--- src/hw/aegc_defs.svh ---
// register offsets, field widths, reset values and limits of the exposure/gain config bank
`ifndef AEGC_DEFS_SVH
`define AEGC_DEFS_SVH

// ---------------------------------------------------------------
// register byte offsets
// ---------------------------------------------------------------
`define AEGC_OFF_MAN_GAIN 12'h004
`define AEGC_OFF_ANA_OFFSET 12'h008
`define AEGC_OFF_GAIN_HI 12'h160
`define AEGC_OFF_WIN_W 12'h164
`define AEGC_OFF_WIN_X 12'h168
`define AEGC_OFF_WIN_H 12'h16c
`define AEGC_OFF_WIN_Y 12'h170
`define AEGC_OFF_AE_SPEED 12'h174
`define AEGC_OFF_AG_SPEED 12'h178
`define AEGC_OFF_METER 12'h17c
`define AEGC_OFF_GAIN_LO 12'h18c
`define AEGC_OFF_EXP_HI 12'h5b0
`define AEGC_OFF_EXP_LO 12'h5c8
`define AEGC_OFF_STATUS 12'h5cc
`define AEGC_OFF_CTRL 12'h5d0

// ---------------------------------------------------------------
// field widths and limits
// ---------------------------------------------------------------
`define AEGC_GAIN_W 9
`define AEGC_WIN_W 11
`define AEGC_SPEED_W 2
`define AEGC_GAIN_MAX 9'h1e0
`define AEGC_WIN_W_MAX 11'h780
`define AEGC_WIN_H_MAX 11'h438
`define AEGC_EXP_LONGEST 11'h006
`define AEGC_EXP_SHORTEST 11'h464
`define AEGC_EXP_PER_FRAME 11'h45e

// ---------------------------------------------------------------
// reset values
// ---------------------------------------------------------------
`define AEGC_RST_GAIN_HI 9'h1e0
`define AEGC_RST_GAIN_LO 9'h000
`define AEGC_RST_WIN_W 11'h780
`define AEGC_RST_WIN_H 11'h438
`define AEGC_RST_EXP_HI 11'h006
`define AEGC_RST_EXP_LO 11'h464

`endif

--- src/hw/aegc_pkg.sv ---
// types shared by the exposure/gain config bank
package aegc_pkg;
  typedef enum logic [1:0] {
    AEGC_METER_AVERAGE = 2'h0,
    AEGC_METER_PEAK = 2'h1,
    AEGC_METER_RSVD2 = 2'h2,
    AEGC_METER_RSVD3 = 2'h3
  } aegc_meter_t;

  typedef struct packed {
    logic [10:0] x_start;
    logic [10:0] y_start;
    logic [10:0] width;
    logic [10:0] height;
  } aegc_window_t;

  typedef struct packed {
    logic [8:0] gain_lo;
    logic [8:0] gain_hi;
    logic [10:0] exp_lo;
    logic [10:0] exp_hi;
  } aegc_limits_t;

  typedef struct packed {
    logic [8:0] gain;
    logic [10:0] exposure;
  } aegc_applied_t;
endpackage : aegc_pkg

--- src/hw/aegc_config.sv ---
// exposure/gain control register bank with APB slave and window / limit clamping
//
// Design decision made here: the APB slave port.
`timescale 1ns/1ps
`default_nettype none
`include "aegc_defs.svh"

module aegc_config #(
  parameter int unsigned FRAME_ROWS = 1080
) (
  input wire logic clk_in,
  input wire logic sys_rst_in,
  input wire logic psel_in,
  input wire logic penable_in,
  input wire logic pwrite_in,
  input wire logic [11:0] paddr_in,
  input wire logic [31:0] pwdata_in,
  input wire logic [3:0] pstrb_in,
  output logic [31:0] prdata_out,
  output logic pready_out,
  output logic pslverr_out,
  input wire logic pix_valid_in,
  input wire logic [10:0] pix_col_in,
  input wire logic [10:0] pix_row_in,
  input wire aegc_pkg::aegc_applied_t loop_req_in,
  output logic pix_in_window_out,
  output aegc_pkg::aegc_applied_t applied_out,
  output aegc_pkg::aegc_meter_t meter_out,
  output logic [1:0] ae_speed_out,
  output logic [1:0] ag_speed_out,
  output logic [2:0] ae_rate_out,
  output logic [2:0] ag_rate_out,
  output logic [8:0] manual_gain_out,
  output logic [8:0] analog_offset_out,
  output logic auto_enable_out
);
  import aegc_pkg::*;

  // ---------------------------------------------------------------
  // storage
  // ---------------------------------------------------------------
  logic [8:0] man_gain;
  logic [8:0] ana_offset;
  aegc_limits_t lim;
  aegc_window_t win;
  logic [1:0] ae_speed;
  logic [1:0] ag_speed;
  aegc_meter_t meter;
  logic auto_en;
  logic sat_gain;
  logic sat_exp;
  logic [31:0] next_rdata;
  logic wr_go;
  logic rd_go;
  logic hit;

  function automatic logic [31:0] strb_merge(input logic [31:0] old_v, input logic [31:0] new_v,
                                             input logic [3:0] strb);
    logic [31:0] r;
    r = old_v;
    for (int i = 0; i < 4; i++) begin
      if (strb[i]) begin
        r[8*i +: 8] = new_v[8*i +: 8];
      end
    end
    return r;
  endfunction : strb_merge

  function automatic logic in_span(input logic [10:0] pos, input logic [10:0] start,
                                   input logic [10:0] len);
    logic [11:0] end_pos;
    end_pos = {1'b0, start} + {1'b0, len};
    return ({1'b0, pos} >= {1'b0, start}) && ({1'b0, pos} < end_pos);
  endfunction : in_span

  // ---------------------------------------------------------------
  // apb decode
  // ---------------------------------------------------------------
  assign wr_go = psel_in && penable_in && pwrite_in && pready_out;
  assign rd_go = psel_in && !penable_in && !pwrite_in;

  always_comb begin
    hit = 1'b1;
    next_rdata = 32'h0000_0000;
    unique case (paddr_in)
      `AEGC_OFF_MAN_GAIN: next_rdata[8:0] = man_gain;
      `AEGC_OFF_ANA_OFFSET: next_rdata[8:0] = ana_offset;
      `AEGC_OFF_GAIN_HI: next_rdata[8:0] = lim.gain_hi;
      `AEGC_OFF_GAIN_LO: next_rdata[8:0] = lim.gain_lo;
      `AEGC_OFF_WIN_W: next_rdata[10:0] = win.width;
      `AEGC_OFF_WIN_X: next_rdata[10:0] = win.x_start;
      `AEGC_OFF_WIN_H: next_rdata[10:0] = win.height;
      `AEGC_OFF_WIN_Y: next_rdata[10:0] = win.y_start;
      `AEGC_OFF_AE_SPEED: next_rdata[1:0] = ae_speed;
      `AEGC_OFF_AG_SPEED: next_rdata[1:0] = ag_speed;
      `AEGC_OFF_METER: next_rdata[1:0] = meter;
      `AEGC_OFF_EXP_HI: next_rdata[10:0] = lim.exp_hi;
      `AEGC_OFF_EXP_LO: next_rdata[10:0] = lim.exp_lo;
      `AEGC_OFF_STATUS: next_rdata[1:0] = {sat_exp, sat_gain};
      `AEGC_OFF_CTRL: next_rdata[0] = auto_en;
      default: hit = 1'b0;
    endcase
  end

  // no wait state: ready rises in the access phase, so every transfer takes two edges
  always_ff @(posedge clk_in) begin
    if (sys_rst_in) begin
      pready_out <= 1'b0;
      pslverr_out <= 1'b0;
      prdata_out <= 32'h0000_0000;
    end else begin
      pready_out <= psel_in && !penable_in;
      pslverr_out <= psel_in && !penable_in && !hit;
      if (rd_go) begin
        prdata_out <= next_rdata;
      end
    end
  end

  // ---------------------------------------------------------------
  // register writes; only the documented low bits are kept
  // ---------------------------------------------------------------
  always_ff @(posedge clk_in) begin
    if (sys_rst_in) begin
      man_gain <= 9'h000;
      ana_offset <= 9'h000;
      lim.gain_hi <= `AEGC_RST_GAIN_HI;
      lim.gain_lo <= `AEGC_RST_GAIN_LO;
      lim.exp_hi <= `AEGC_RST_EXP_HI;
      lim.exp_lo <= `AEGC_RST_EXP_LO;
      win.width <= `AEGC_RST_WIN_W;
      win.height <= `AEGC_RST_WIN_H;
      win.x_start <= 11'h000;
      win.y_start <= 11'h000;
      ae_speed <= 2'h0;
      ag_speed <= 2'h0;
      meter <= AEGC_METER_AVERAGE;
      auto_en <= 1'b0;
    end else if (wr_go) begin
      unique case (paddr_in)
        `AEGC_OFF_MAN_GAIN: man_gain <= 9'(strb_merge(32'(man_gain), pwdata_in,
          pstrb_in));
        `AEGC_OFF_ANA_OFFSET: ana_offset <= 9'(strb_merge(32'(ana_offset), pwdata_in,
          pstrb_in));
        `AEGC_OFF_GAIN_HI: lim.gain_hi <= 9'(strb_merge(32'(lim.gain_hi), pwdata_in,
          pstrb_in));
        `AEGC_OFF_GAIN_LO: lim.gain_lo <= 9'(strb_merge(32'(lim.gain_lo), pwdata_in,
          pstrb_in));
        `AEGC_OFF_WIN_W: win.width <= 11'(strb_merge(32'(win.width), pwdata_in,
          pstrb_in));
        `AEGC_OFF_WIN_X: win.x_start <= 11'(strb_merge(32'(win.x_start), pwdata_in,
          pstrb_in));
        `AEGC_OFF_WIN_H: win.height <= 11'(strb_merge(32'(win.height), pwdata_in,
          pstrb_in));
        `AEGC_OFF_WIN_Y: win.y_start <= 11'(strb_merge(32'(win.y_start), pwdata_in,
          pstrb_in));
        `AEGC_OFF_AE_SPEED: if (pstrb_in[0]) ae_speed <= pwdata_in[1:0];
        `AEGC_OFF_AG_SPEED: if (pstrb_in[0]) ag_speed <= pwdata_in[1:0];
        `AEGC_OFF_METER: if (pstrb_in[0]) meter <= aegc_meter_t'(pwdata_in[1:0]);
        `AEGC_OFF_EXP_HI: lim.exp_hi <= 11'(strb_merge(32'(lim.exp_hi), pwdata_in,
          pstrb_in));
        `AEGC_OFF_EXP_LO: lim.exp_lo <= 11'(strb_merge(32'(lim.exp_lo), pwdata_in,
          pstrb_in));
        `AEGC_OFF_CTRL: if (pstrb_in[0]) auto_en <= pwdata_in[0];
        default: ;
      endcase
    end
  end

  // ---------------------------------------------------------------
  // metering window gate; rows arrive top-down, window y counts from bottom
  // ---------------------------------------------------------------
  logic [10:0] row_from_bottom;
  assign row_from_bottom = 11'(FRAME_ROWS - 1) - pix_row_in;

  always_ff @(posedge clk_in) begin
    if (sys_rst_in) begin
      pix_in_window_out <= 1'b0;
    end else begin
      pix_in_window_out <= auto_en && pix_valid_in
        && in_span(pix_col_in, win.x_start, win.width)
        && in_span(row_from_bottom, win.y_start, win.height);
    end
  end

  // ---------------------------------------------------------------
  // clamp the loop's request into the limits
  // larger exposure count is a shorter exposure, so the longest-time limit is the smaller count
  // ---------------------------------------------------------------
  logic [10:0] exp_min_cnt;
  logic [10:0] exp_max_cnt;
  logic [8:0] next_gain;
  logic [10:0] next_exp;
  always_comb begin
    exp_min_cnt = (lim.exp_hi < lim.exp_lo) ? lim.exp_hi : lim.exp_lo;
    exp_max_cnt = (lim.exp_hi < lim.exp_lo) ? lim.exp_lo : lim.exp_hi;
    next_gain = loop_req_in.gain;
    if (next_gain > lim.gain_hi) begin
      next_gain = lim.gain_hi;
    end
    if (next_gain < lim.gain_lo) begin
      next_gain = lim.gain_lo;
    end
    next_exp = loop_req_in.exposure;
    if (next_exp < exp_min_cnt) begin
      next_exp = exp_min_cnt;
    end
    if (next_exp > exp_max_cnt) begin
      next_exp = exp_max_cnt;
    end
  end

  always_ff @(posedge clk_in) begin
    if (sys_rst_in) begin
      applied_out <= '0;
      sat_gain <= 1'b0;
      sat_exp <= 1'b0;
    end else if (auto_en) begin
      applied_out.gain <= next_gain;
      applied_out.exposure <= next_exp;
      sat_gain <= next_gain != loop_req_in.gain;
      sat_exp <= next_exp != loop_req_in.exposure;
    end else begin
      applied_out.gain <= man_gain;
      applied_out.exposure <= lim.exp_lo;
      sat_gain <= 1'b0;
      sat_exp <= 1'b0;
    end
  end

  // ---------------------------------------------------------------
  // configuration outputs
  // ---------------------------------------------------------------
  always_ff @(posedge clk_in) begin
    if (sys_rst_in) begin
      meter_out <= AEGC_METER_AVERAGE;
      ae_speed_out <= 2'h0;
      ag_speed_out <= 2'h0;
      ae_rate_out <= 3'h1;
      ag_rate_out <= 3'h1;
      manual_gain_out <= 9'h000;
      analog_offset_out <= 9'h000;
      auto_enable_out <= 1'b0;
    end else begin
      meter_out <= meter;
      ae_speed_out <= ae_speed;
      ag_speed_out <= ag_speed;
      ae_rate_out <= {1'b0, ae_speed} + 3'h1;
      ag_rate_out <= {1'b0, ag_speed} + 3'h1;
      manual_gain_out <= man_gain;
      analog_offset_out <= ana_offset;
      auto_enable_out <= auto_en;
    end
  end
endmodule : aegc_config
`default_nettype wire

--- config.mk ---
export PLATFORM = sky130hd
export DESIGN_NAME = aegc_config
export DESIGN_NICKNAME = d
export VERILOG_FILES = /design/src/hw/aegc_pkg.sv /design/src/hw/aegc_config.sv
export VERILOG_INCLUDE_DIRS = /design/src /design/src/hw
export SDC_FILE = /design/constraint.sdc
export NUM_CORES = 1
export LEC_CHECK = 0
export ABC_AREA = 1
export BUFFER_PORTS_ARGS = -buffer_cell sky130_fd_sc_hd__buf_2
export CELL_PAD_IN_SITES_DETAIL_PLACEMENT = 0
export CELL_PAD_IN_SITES_GLOBAL_PLACEMENT = 2
export CORE_UTILIZATION = 35
export DETAILED_ROUTE_END_ITERATION = 10
export GPL_TIMING_DRIVEN = 0
export HOLD_SLACK_MARGIN = 0.02
export PLACE_DENSITY_LB_ADDON = 0.25
export REMOVE_ABC_BUFFERS = 1
export SYNTH_ARGS = -nofsm -noshare
export SYNTH_HDL_FRONTEND = slang
export SYNTH_SLANG_ARGS = --single-unit
--- constraint.sdc ---
create_clock -name clk_in -period 7 [get_ports clk_in]
set_input_delay 1.4 -clock clk_in [delete_from_list [all_inputs] [get_ports clk_in]]
set_output_delay 1.4 -clock clk_in [all_outputs]
set_load 0.02 [all_outputs]
==> results of run 1 <==
-- sequential cells by signal (all words and copies together), names as in the netlist --
register / count
win: 44
lim: 40
applied_out: 20
prdata_out: 11
ana_offset: 9
analog_offset_out: 9
man_gain: 9
manual_gain_out: 9
ae_rate_out: 3
ag_rate_out: 3
ae_speed: 2
ae_speed_out: 2
ag_speed: 2
ag_speed_out: 2
meter: 2
meter_out: 2
auto_en: 1
auto_enable_out: 1
pix_in_window_out: 1
pready_out: 1
pslverr_out: 1
sat_exp: 1
sat_gain: 1
-- stage by stage --
stage               utilization  setup slack, ns  instance area [um2]
floorplan                     -            1.515                10810
global placement         0.3879          -0.2995                11990
detailed placement       0.3886          -0.2449                12010
CTS                      0.4077          0.03890                12600
global route             0.4088          0.08318                12640
finish                   0.4088           0.7557                12640
-- area by class of cell --
type                       count  area [um2]  area share
tap                          396       495.5     0.03921
multi-input combinational   1086        6367      0.5039
inverter                     249       937.1     0.07417
sequential                   176        3523      0.2788
clock buffer                  17       425.4     0.03367
timing repair buffer         141       729.5     0.05773
clock inverter                15       157.7     0.01248
-- repair_timing --
action                                  in CTS  in global routing
buffers inserted                             0                  1
gates resized for setup                      1                  1
endpoints found under the setup margin       1                 11
pin swaps                                    0                  1
endpoints found under the hold margin        0                  0
-- critical path: cells and delay by family, from the launching register on --
family / cells / cell delay, ns
simple gates: 24 / 3.30
buf+inv: 5 / 0.61
compound gates: 4 / 1.00
flops: 1 / 0.41
fa+ha+maj: 3 / 0.78
-- synth_stat cells, types with 22 or more instances --
cell type | instances | area (um2)
nand2_1 | 255 | 957.2
inv_1 | 245 | 919.6
dfxtp_1 | 176 | 3523
a21oi_1 | 148 | 740.7
o21ai_0 | 133 | 665.6
ha_1 | 114 | 1426
nor2_1 | 109 | 409.1
nand3_1 | 83 | 415.4
clkbuf_1 | 39 | 146.4
o22ai_1 | 32 | 200.2
nand4_1 | 27 | 168.9
buf_4 | 24 | 180.2
a211oi_1 | 22 | 165.2
-- logic make-up after synthesis --
logic type / Yosys count / synth area share
xor+xnor: 26 / 0.02050
other cells: 1 / 0.0003375
flops: 176 / 0.3171
fa+ha+maj: 116 / 0.1320
compound gates: 405 / 0.2101
simple gates: 518 / 0.2018
buf+inv: 322 / 0.1181
-- routing by layer --
metal / vias up / wire [um] / track usage / share of wire
met5: - / 0 / 0 / 0
met1: 4844 / 16580 / 0.2839 / 0.47
met2: 182 / 17420 / 0.3941 / 0.49
li1: 5462 / - / - / -
met3: 31 / 1074 / 0.02466 / 0.030
met4: 0 / 454 / 0.04821 / 0.013
-- how the worst min path moves through the flow --
stage                                    start                               to  slack [ns]
floorplan                meter[0]$_SDFFE_PP0P_          meter_out[0]$_SDFF_PP0_        0.42
global placement         meter[0]$_SDFFE_PP0P_          meter_out[0]$_SDFF_PP0_        0.45
detailed placement       meter[0]$_SDFFE_PP0P_          meter_out[0]$_SDFF_PP0_        0.45
CTS                      meter[0]$_SDFFE_PP0P_          meter_out[0]$_SDFF_PP0_        0.46
global route        ana_offset[2]$_SDFFE_PP0P_  analog_offset_out[2]$_SDFF_PP0_        0.48
finish                   meter[0]$_SDFFE_PP0P_          meter_out[0]$_SDFF_PP0_        0.46
-- power by group --
part           internal, mW  switching, mW  leakage, nW
registers              1.00       0.000657         1.42
logic                0.0833          0.172         4.26
clock network         0.480          0.482        0.285
total                  1.57          0.655         5.96
==> impl_metrics.yaml, run 1 <==
drt:
  wl_per_cell_um: 17.08
  route.detailed.drc: 0
  ant_nets: 0
  drt_iter0_drc: 650
  viasPerCell: 5.057
  dr.pass1.iters: 5
  num_vias: 10520
  wl_um: 35530
setup_path:
  reg2regPathDepth: 36
  cp_slowest_cell: "dfxtp_1"
  critPathLaunch: "lim[21]$_SDFFE_PP1P_"
  required_ns: 7.34
  worst-setup-path-type: "flop to flop"
  critical_path.max_stage_delay_ns: 0.41
  critPathCaptureType: "flop"
  worstReg2RegEnd: "sat_exp$_SDFF_PP0_"
  setup.worst_path.end: "sat_exp$_SDFF_PP0_"
  crit_path_start_kind: "flop"
  rrSetupSlack_ns: 0.76
  critPathMaxFanout: 42
  reg2reg_from: "lim[21]$_SDFFE_PP1P_"
  critPathArrivalTime_ns: 6.59
  crit_top_cell: "nand2_1"
timing:
  layout_min_cycle_time_ns: 6.244
  rsz0062_at_grt: "false"
  whs_ns: 0.4613
  setup_viol: 0
  relSlewSlack: 0.2724
  skew_ns: 0.01072
  hold_violations: 0
  fmax_mhz: 160.1
  post-route-period-util: 0.8920
  slew_viol_final: 0
  tightest_slew_ns: 1.087
  tns_ns: 0
worst_hold_path:
  hp-class: "flop to flop"
  holdPathStages: 2
place:
  gp_congestion: 0.8376
  io_buffer_count: 137
  dp_cells: 2045
  dp_hpwl_um: 27810
cells_and_area:
  area_growth_pct: 13.73
  drive_above_1_share: 0.1176
  final_cell_mix: "255 x nand2_1, 244 x inv_1, 176 x dfxtp_1"
  antenna_cells: 0
  layout_commonest_cell: "nand2_1"
  stdcell_count: 2080
  layout.nets: 1883
  fill_cells: 3317
floorplanning:
  fp.dieW_um: 180.2
  die_h_um: 180.2
  design.core.area_mm2: 0.03091
  dieArea_mm2: 0.03246
  rows: 64
  ioPinCount: 182
  start_util: 0.3595
clock_tree:
  cts_inserted_buffers: 17
  ctsHtreeMaxLevel: 4
  cts_sinks: 176
  clock_path_buffers: 2
  clkSlewWorstSetupHoldPaths_ns: 0.07
  root_buffer: "clkbuf_16"
  holdBufCountCts: 0
  cts_tree: "done"
  clkLatencyLatePin_ns: 0.44
power:
  finalPower_mw: 2.220
  leakagePower_nw: 5.962
  power_per_cell_area_mw_per_mm2: 175.7
  ir_worst_vdd_mv: 0.1660
yosys:
  synthArstFlopShare: 0
  ys_warn_count: 0
  synth_cell_type_count: 53
  syn_area_mm2: 0.01111
  ys.flop_type: "dfxtp_1"
  ys_seq_area_frac: 0.3171
  avgSynthCellArea_um2: 7.104
  synth_edf_count: 0
  synth_cells: 1564
  ys_ff_latch: 176
grt:
  grt_max_degree: 94
  grt_overflow: 0
  antenna_found_initial: 0
  grt_pass1_vias: 10030
  grtUsageTotal: 0.2208
  grt_pass1_wl_um: 55790
run:
  drv_cap: 0
run_status:
  status: "completed"
Power figures use the tool's default switching activity.
==> run 2: changes to the inputs <==
--- a/config.mk
+++ b/config.mk
@@ -10,6 +10,7 @@
 export BUFFER_PORTS_ARGS = -buffer_cell sky130_fd_sc_hd__buf_2
 export CELL_PAD_IN_SITES_DETAIL_PLACEMENT = 0
 export CELL_PAD_IN_SITES_GLOBAL_PLACEMENT = 2
+export CORE_ASPECT_RATIO = 1.4
 export CORE_UTILIZATION = 35
 export DETAILED_ROUTE_END_ITERATION = 10
 export GPL_TIMING_DRIVEN = 0
==> run 2 against run 1 <==
Highest routed layer unchanged. Setup slack gained 0.014 ns. Combinational power is essentially flat. Clock skew shrank 0.00079 ns. Sequential share of layout area about the same. First-iteration DRC count fell by 14%. Core utilization fell by 0.18 points. Fmax increased by 0.23%. Register-to-register slack about the same. Largest cell class unchanged. The flow now finishes with violations (DRC). Non-clock buffer count fell by 1. Wire length increased by 3.3%. Via count increased by 0.46%.
==> impl_metrics.yaml, run 2 (synthesized netlist as in run 1, its figures left out) <==
drt:
  drt_iter0_drc: 562
  wl_um: 36720
  dr.pass1.iters: 10
  num_vias: 10570
  viasPerCell: 5.102
  route.detailed.drc: 4
  wl_per_cell_um: 17.73
  ant_nets: 0
floorplanning:
  dieArea_mm2: 0.03247
  ioPinCount: 182
  design.core.area_mm2: 0.03100
  rows: 76
  start_util: 0.3584
  fp.dieW_um: 152.6
  die_h_um: 212.8
run_status:
  violations: "DRC"
  status: "finished with violations"
timing:
  slew_viol_final: 0
  layout_min_cycle_time_ns: 6.230
  tns_ns: 0
  rsz0062_at_grt: "false"
  fmax_mhz: 160.5
  hold_violations: 0
  skew_ns: 0.009928
  relSlewSlack: 0.1105
  whs_ns: 0.4670
  tightest_slew_ns: 1.329
  setup_viol: 0
  setup_slack_ns: 0.7700
  post-route-period-util: 0.8900
cells_and_area:
  finish.instance_area_mm2: 0.01262
  final_cell_mix: "255 x nand2_1, 244 x inv_1, 176 x dfxtp_1"
  drive_above_1_share: 0.1142
  layout_commonest_cell: "nand2_1"
  area_growth_pct: 13.57
  stdcell_count: 2071
  antenna_cells: 0
  layout.nets: 1882
  fin_util: 0.4070
  regMostFlops: "win"
  reg_top3: "win (44), lim (40), applied_out (20)"
  largest_reg_flops: 44
clock_tree:
  cts_sinks: 176
  clock_path_buffers: 2
  clkSlewWorstSetupHoldPaths_ns: 0.06
  root_buffer: "clkbuf_16"
  cts_inserted_buffers: 17
  clkLatencyLatePin_ns: 0.45
  cts_tree: "done"
  ctsHtreeMaxLevel: 4
setup_path:
  critPathArrivalTime_ns: 6.58
  required_ns: 7.35
  critPathMaxFanout: 42
  path_buf_inv: 5
  cp_top_family: "simple AND/OR/NAND/NOR gates"
  crit_path_start_kind: "flop"
  cp_slowest_cell: "dfxtp_1"
  worst-setup-path-type: "flop to flop"
  critPathCaptureType: "flop"
  crit_top_cell: "nand2_1"
  critical_path.max_stage_delay_ns: 0.42
power:
  switchingPower_mw: 0.5867
  leakagePower_nw: 5.957
  seqPwrFrac: 0.453
  p_sw_frac: 0.2648
  finalPower_mw: 2.216
  power_frac_comb: 0.114
  ir_worst_vdd_mv: 0.1501
  clkPwrFrac: 0.433
  p_int_mw: 1.629
  power_per_cell_area_mw_per_mm2: 175.6
grt:
  grt_max_degree: 94
  grt_overflow: 0
  grtUsageTotal: 0.2264
  grt_pass1_wl_um: 55040
  grt_pass1_vias: 9972
  antenna_found_initial: 0
place:
  gp_congestion: 0.8606
  dp_slack_ns: -0.3220
  dp_cells: 2039
  io_buffer_count: 137
  dp_hpwl_um: 28880
  place_area_mm2: 0.01202
run:
  drv_cap: 0
worst_hold_path:
  hp-class: "flop to flop"
-- run 2: cell types whose count changed in the layout (fill, tap and decap cells not counted), sizes merged --
cell	change
bufinv	+2
clkbuf	+5
clkinvlp	-1
inv	-8
buf	-1
-- run 2: worst reg2reg max path, delay by kind of cell, from the launching register on --
family	cells	cell delay, ns
compound gates	5	1.21
fa+ha+maj	3	0.79
buf+inv	5	0.53
flops	1	0.42
simple gates	21	3.18
-- run 2: path summary, 6_finish.rpt --
path	startpoint	endpoint	slack, ns	cells past startpoint
max	lim[21]$_SDFFE_PP1P_	sat_exp$_SDFF_PP0_	0.77	34
min	prdata_out[4]$_SDFFE_PP0P_	prdata_out[4]$_SDFFE_PP0P_	0.47	2
max reg2reg	lim[21]$_SDFFE_PP1P_	sat_exp$_SDFF_PP0_	0.77	34
min reg2reg	prdata_out[4]$_SDFFE_PP0P_	prdata_out[4]$_SDFFE_PP0P_	0.47	2
-- run 2: area by class of cell --
class	count	area, um2
fillers	3339	18380
multi-input cells	1086	6367
flip-flops and latches	176	3523
inverters	249	939.7
repair buffers	140	730.7
well taps	390	488.0
clock buffers	22	464.2
clock inverters	8	105.1
-- run 2: power by group through the flow --
stage / registers (mW) / logic (mW) / clock network (mW)
floorplan: 1.03 / 0.157 / 0
global placement: 1.03 / 0.251 / 0
detailed placement: 1.03 / 0.253 / 0
CTS: 1.00 / 0.256 / 0.978
global route: 1.00 / 0.290 / 1.02
finish: 1.00 / 0.253 / 0.958
-- run 2: metal layers --
layer,share of wire,track usage,up-vias
met2,0.55,0.4429,201
met4,0.027,0.08638,0
met5,0,0,-
li1,-,-,5455
met3,0.031,0.02943,54
met1,0.40,0.2455,4857
-- run 2: repair_timing --
| action | 4_1_cts | 5_1_grt |
|---|---|---|
| setup endpoints to repair | 1 | 5 |
| buffers inserted | 1 | 0 |
| resized for setup | 1 | 5 |
| hold buffers | 0 | 0 |
| pin swaps | 1 | 0 |
| hold endpoints to repair | 0 | 0 |
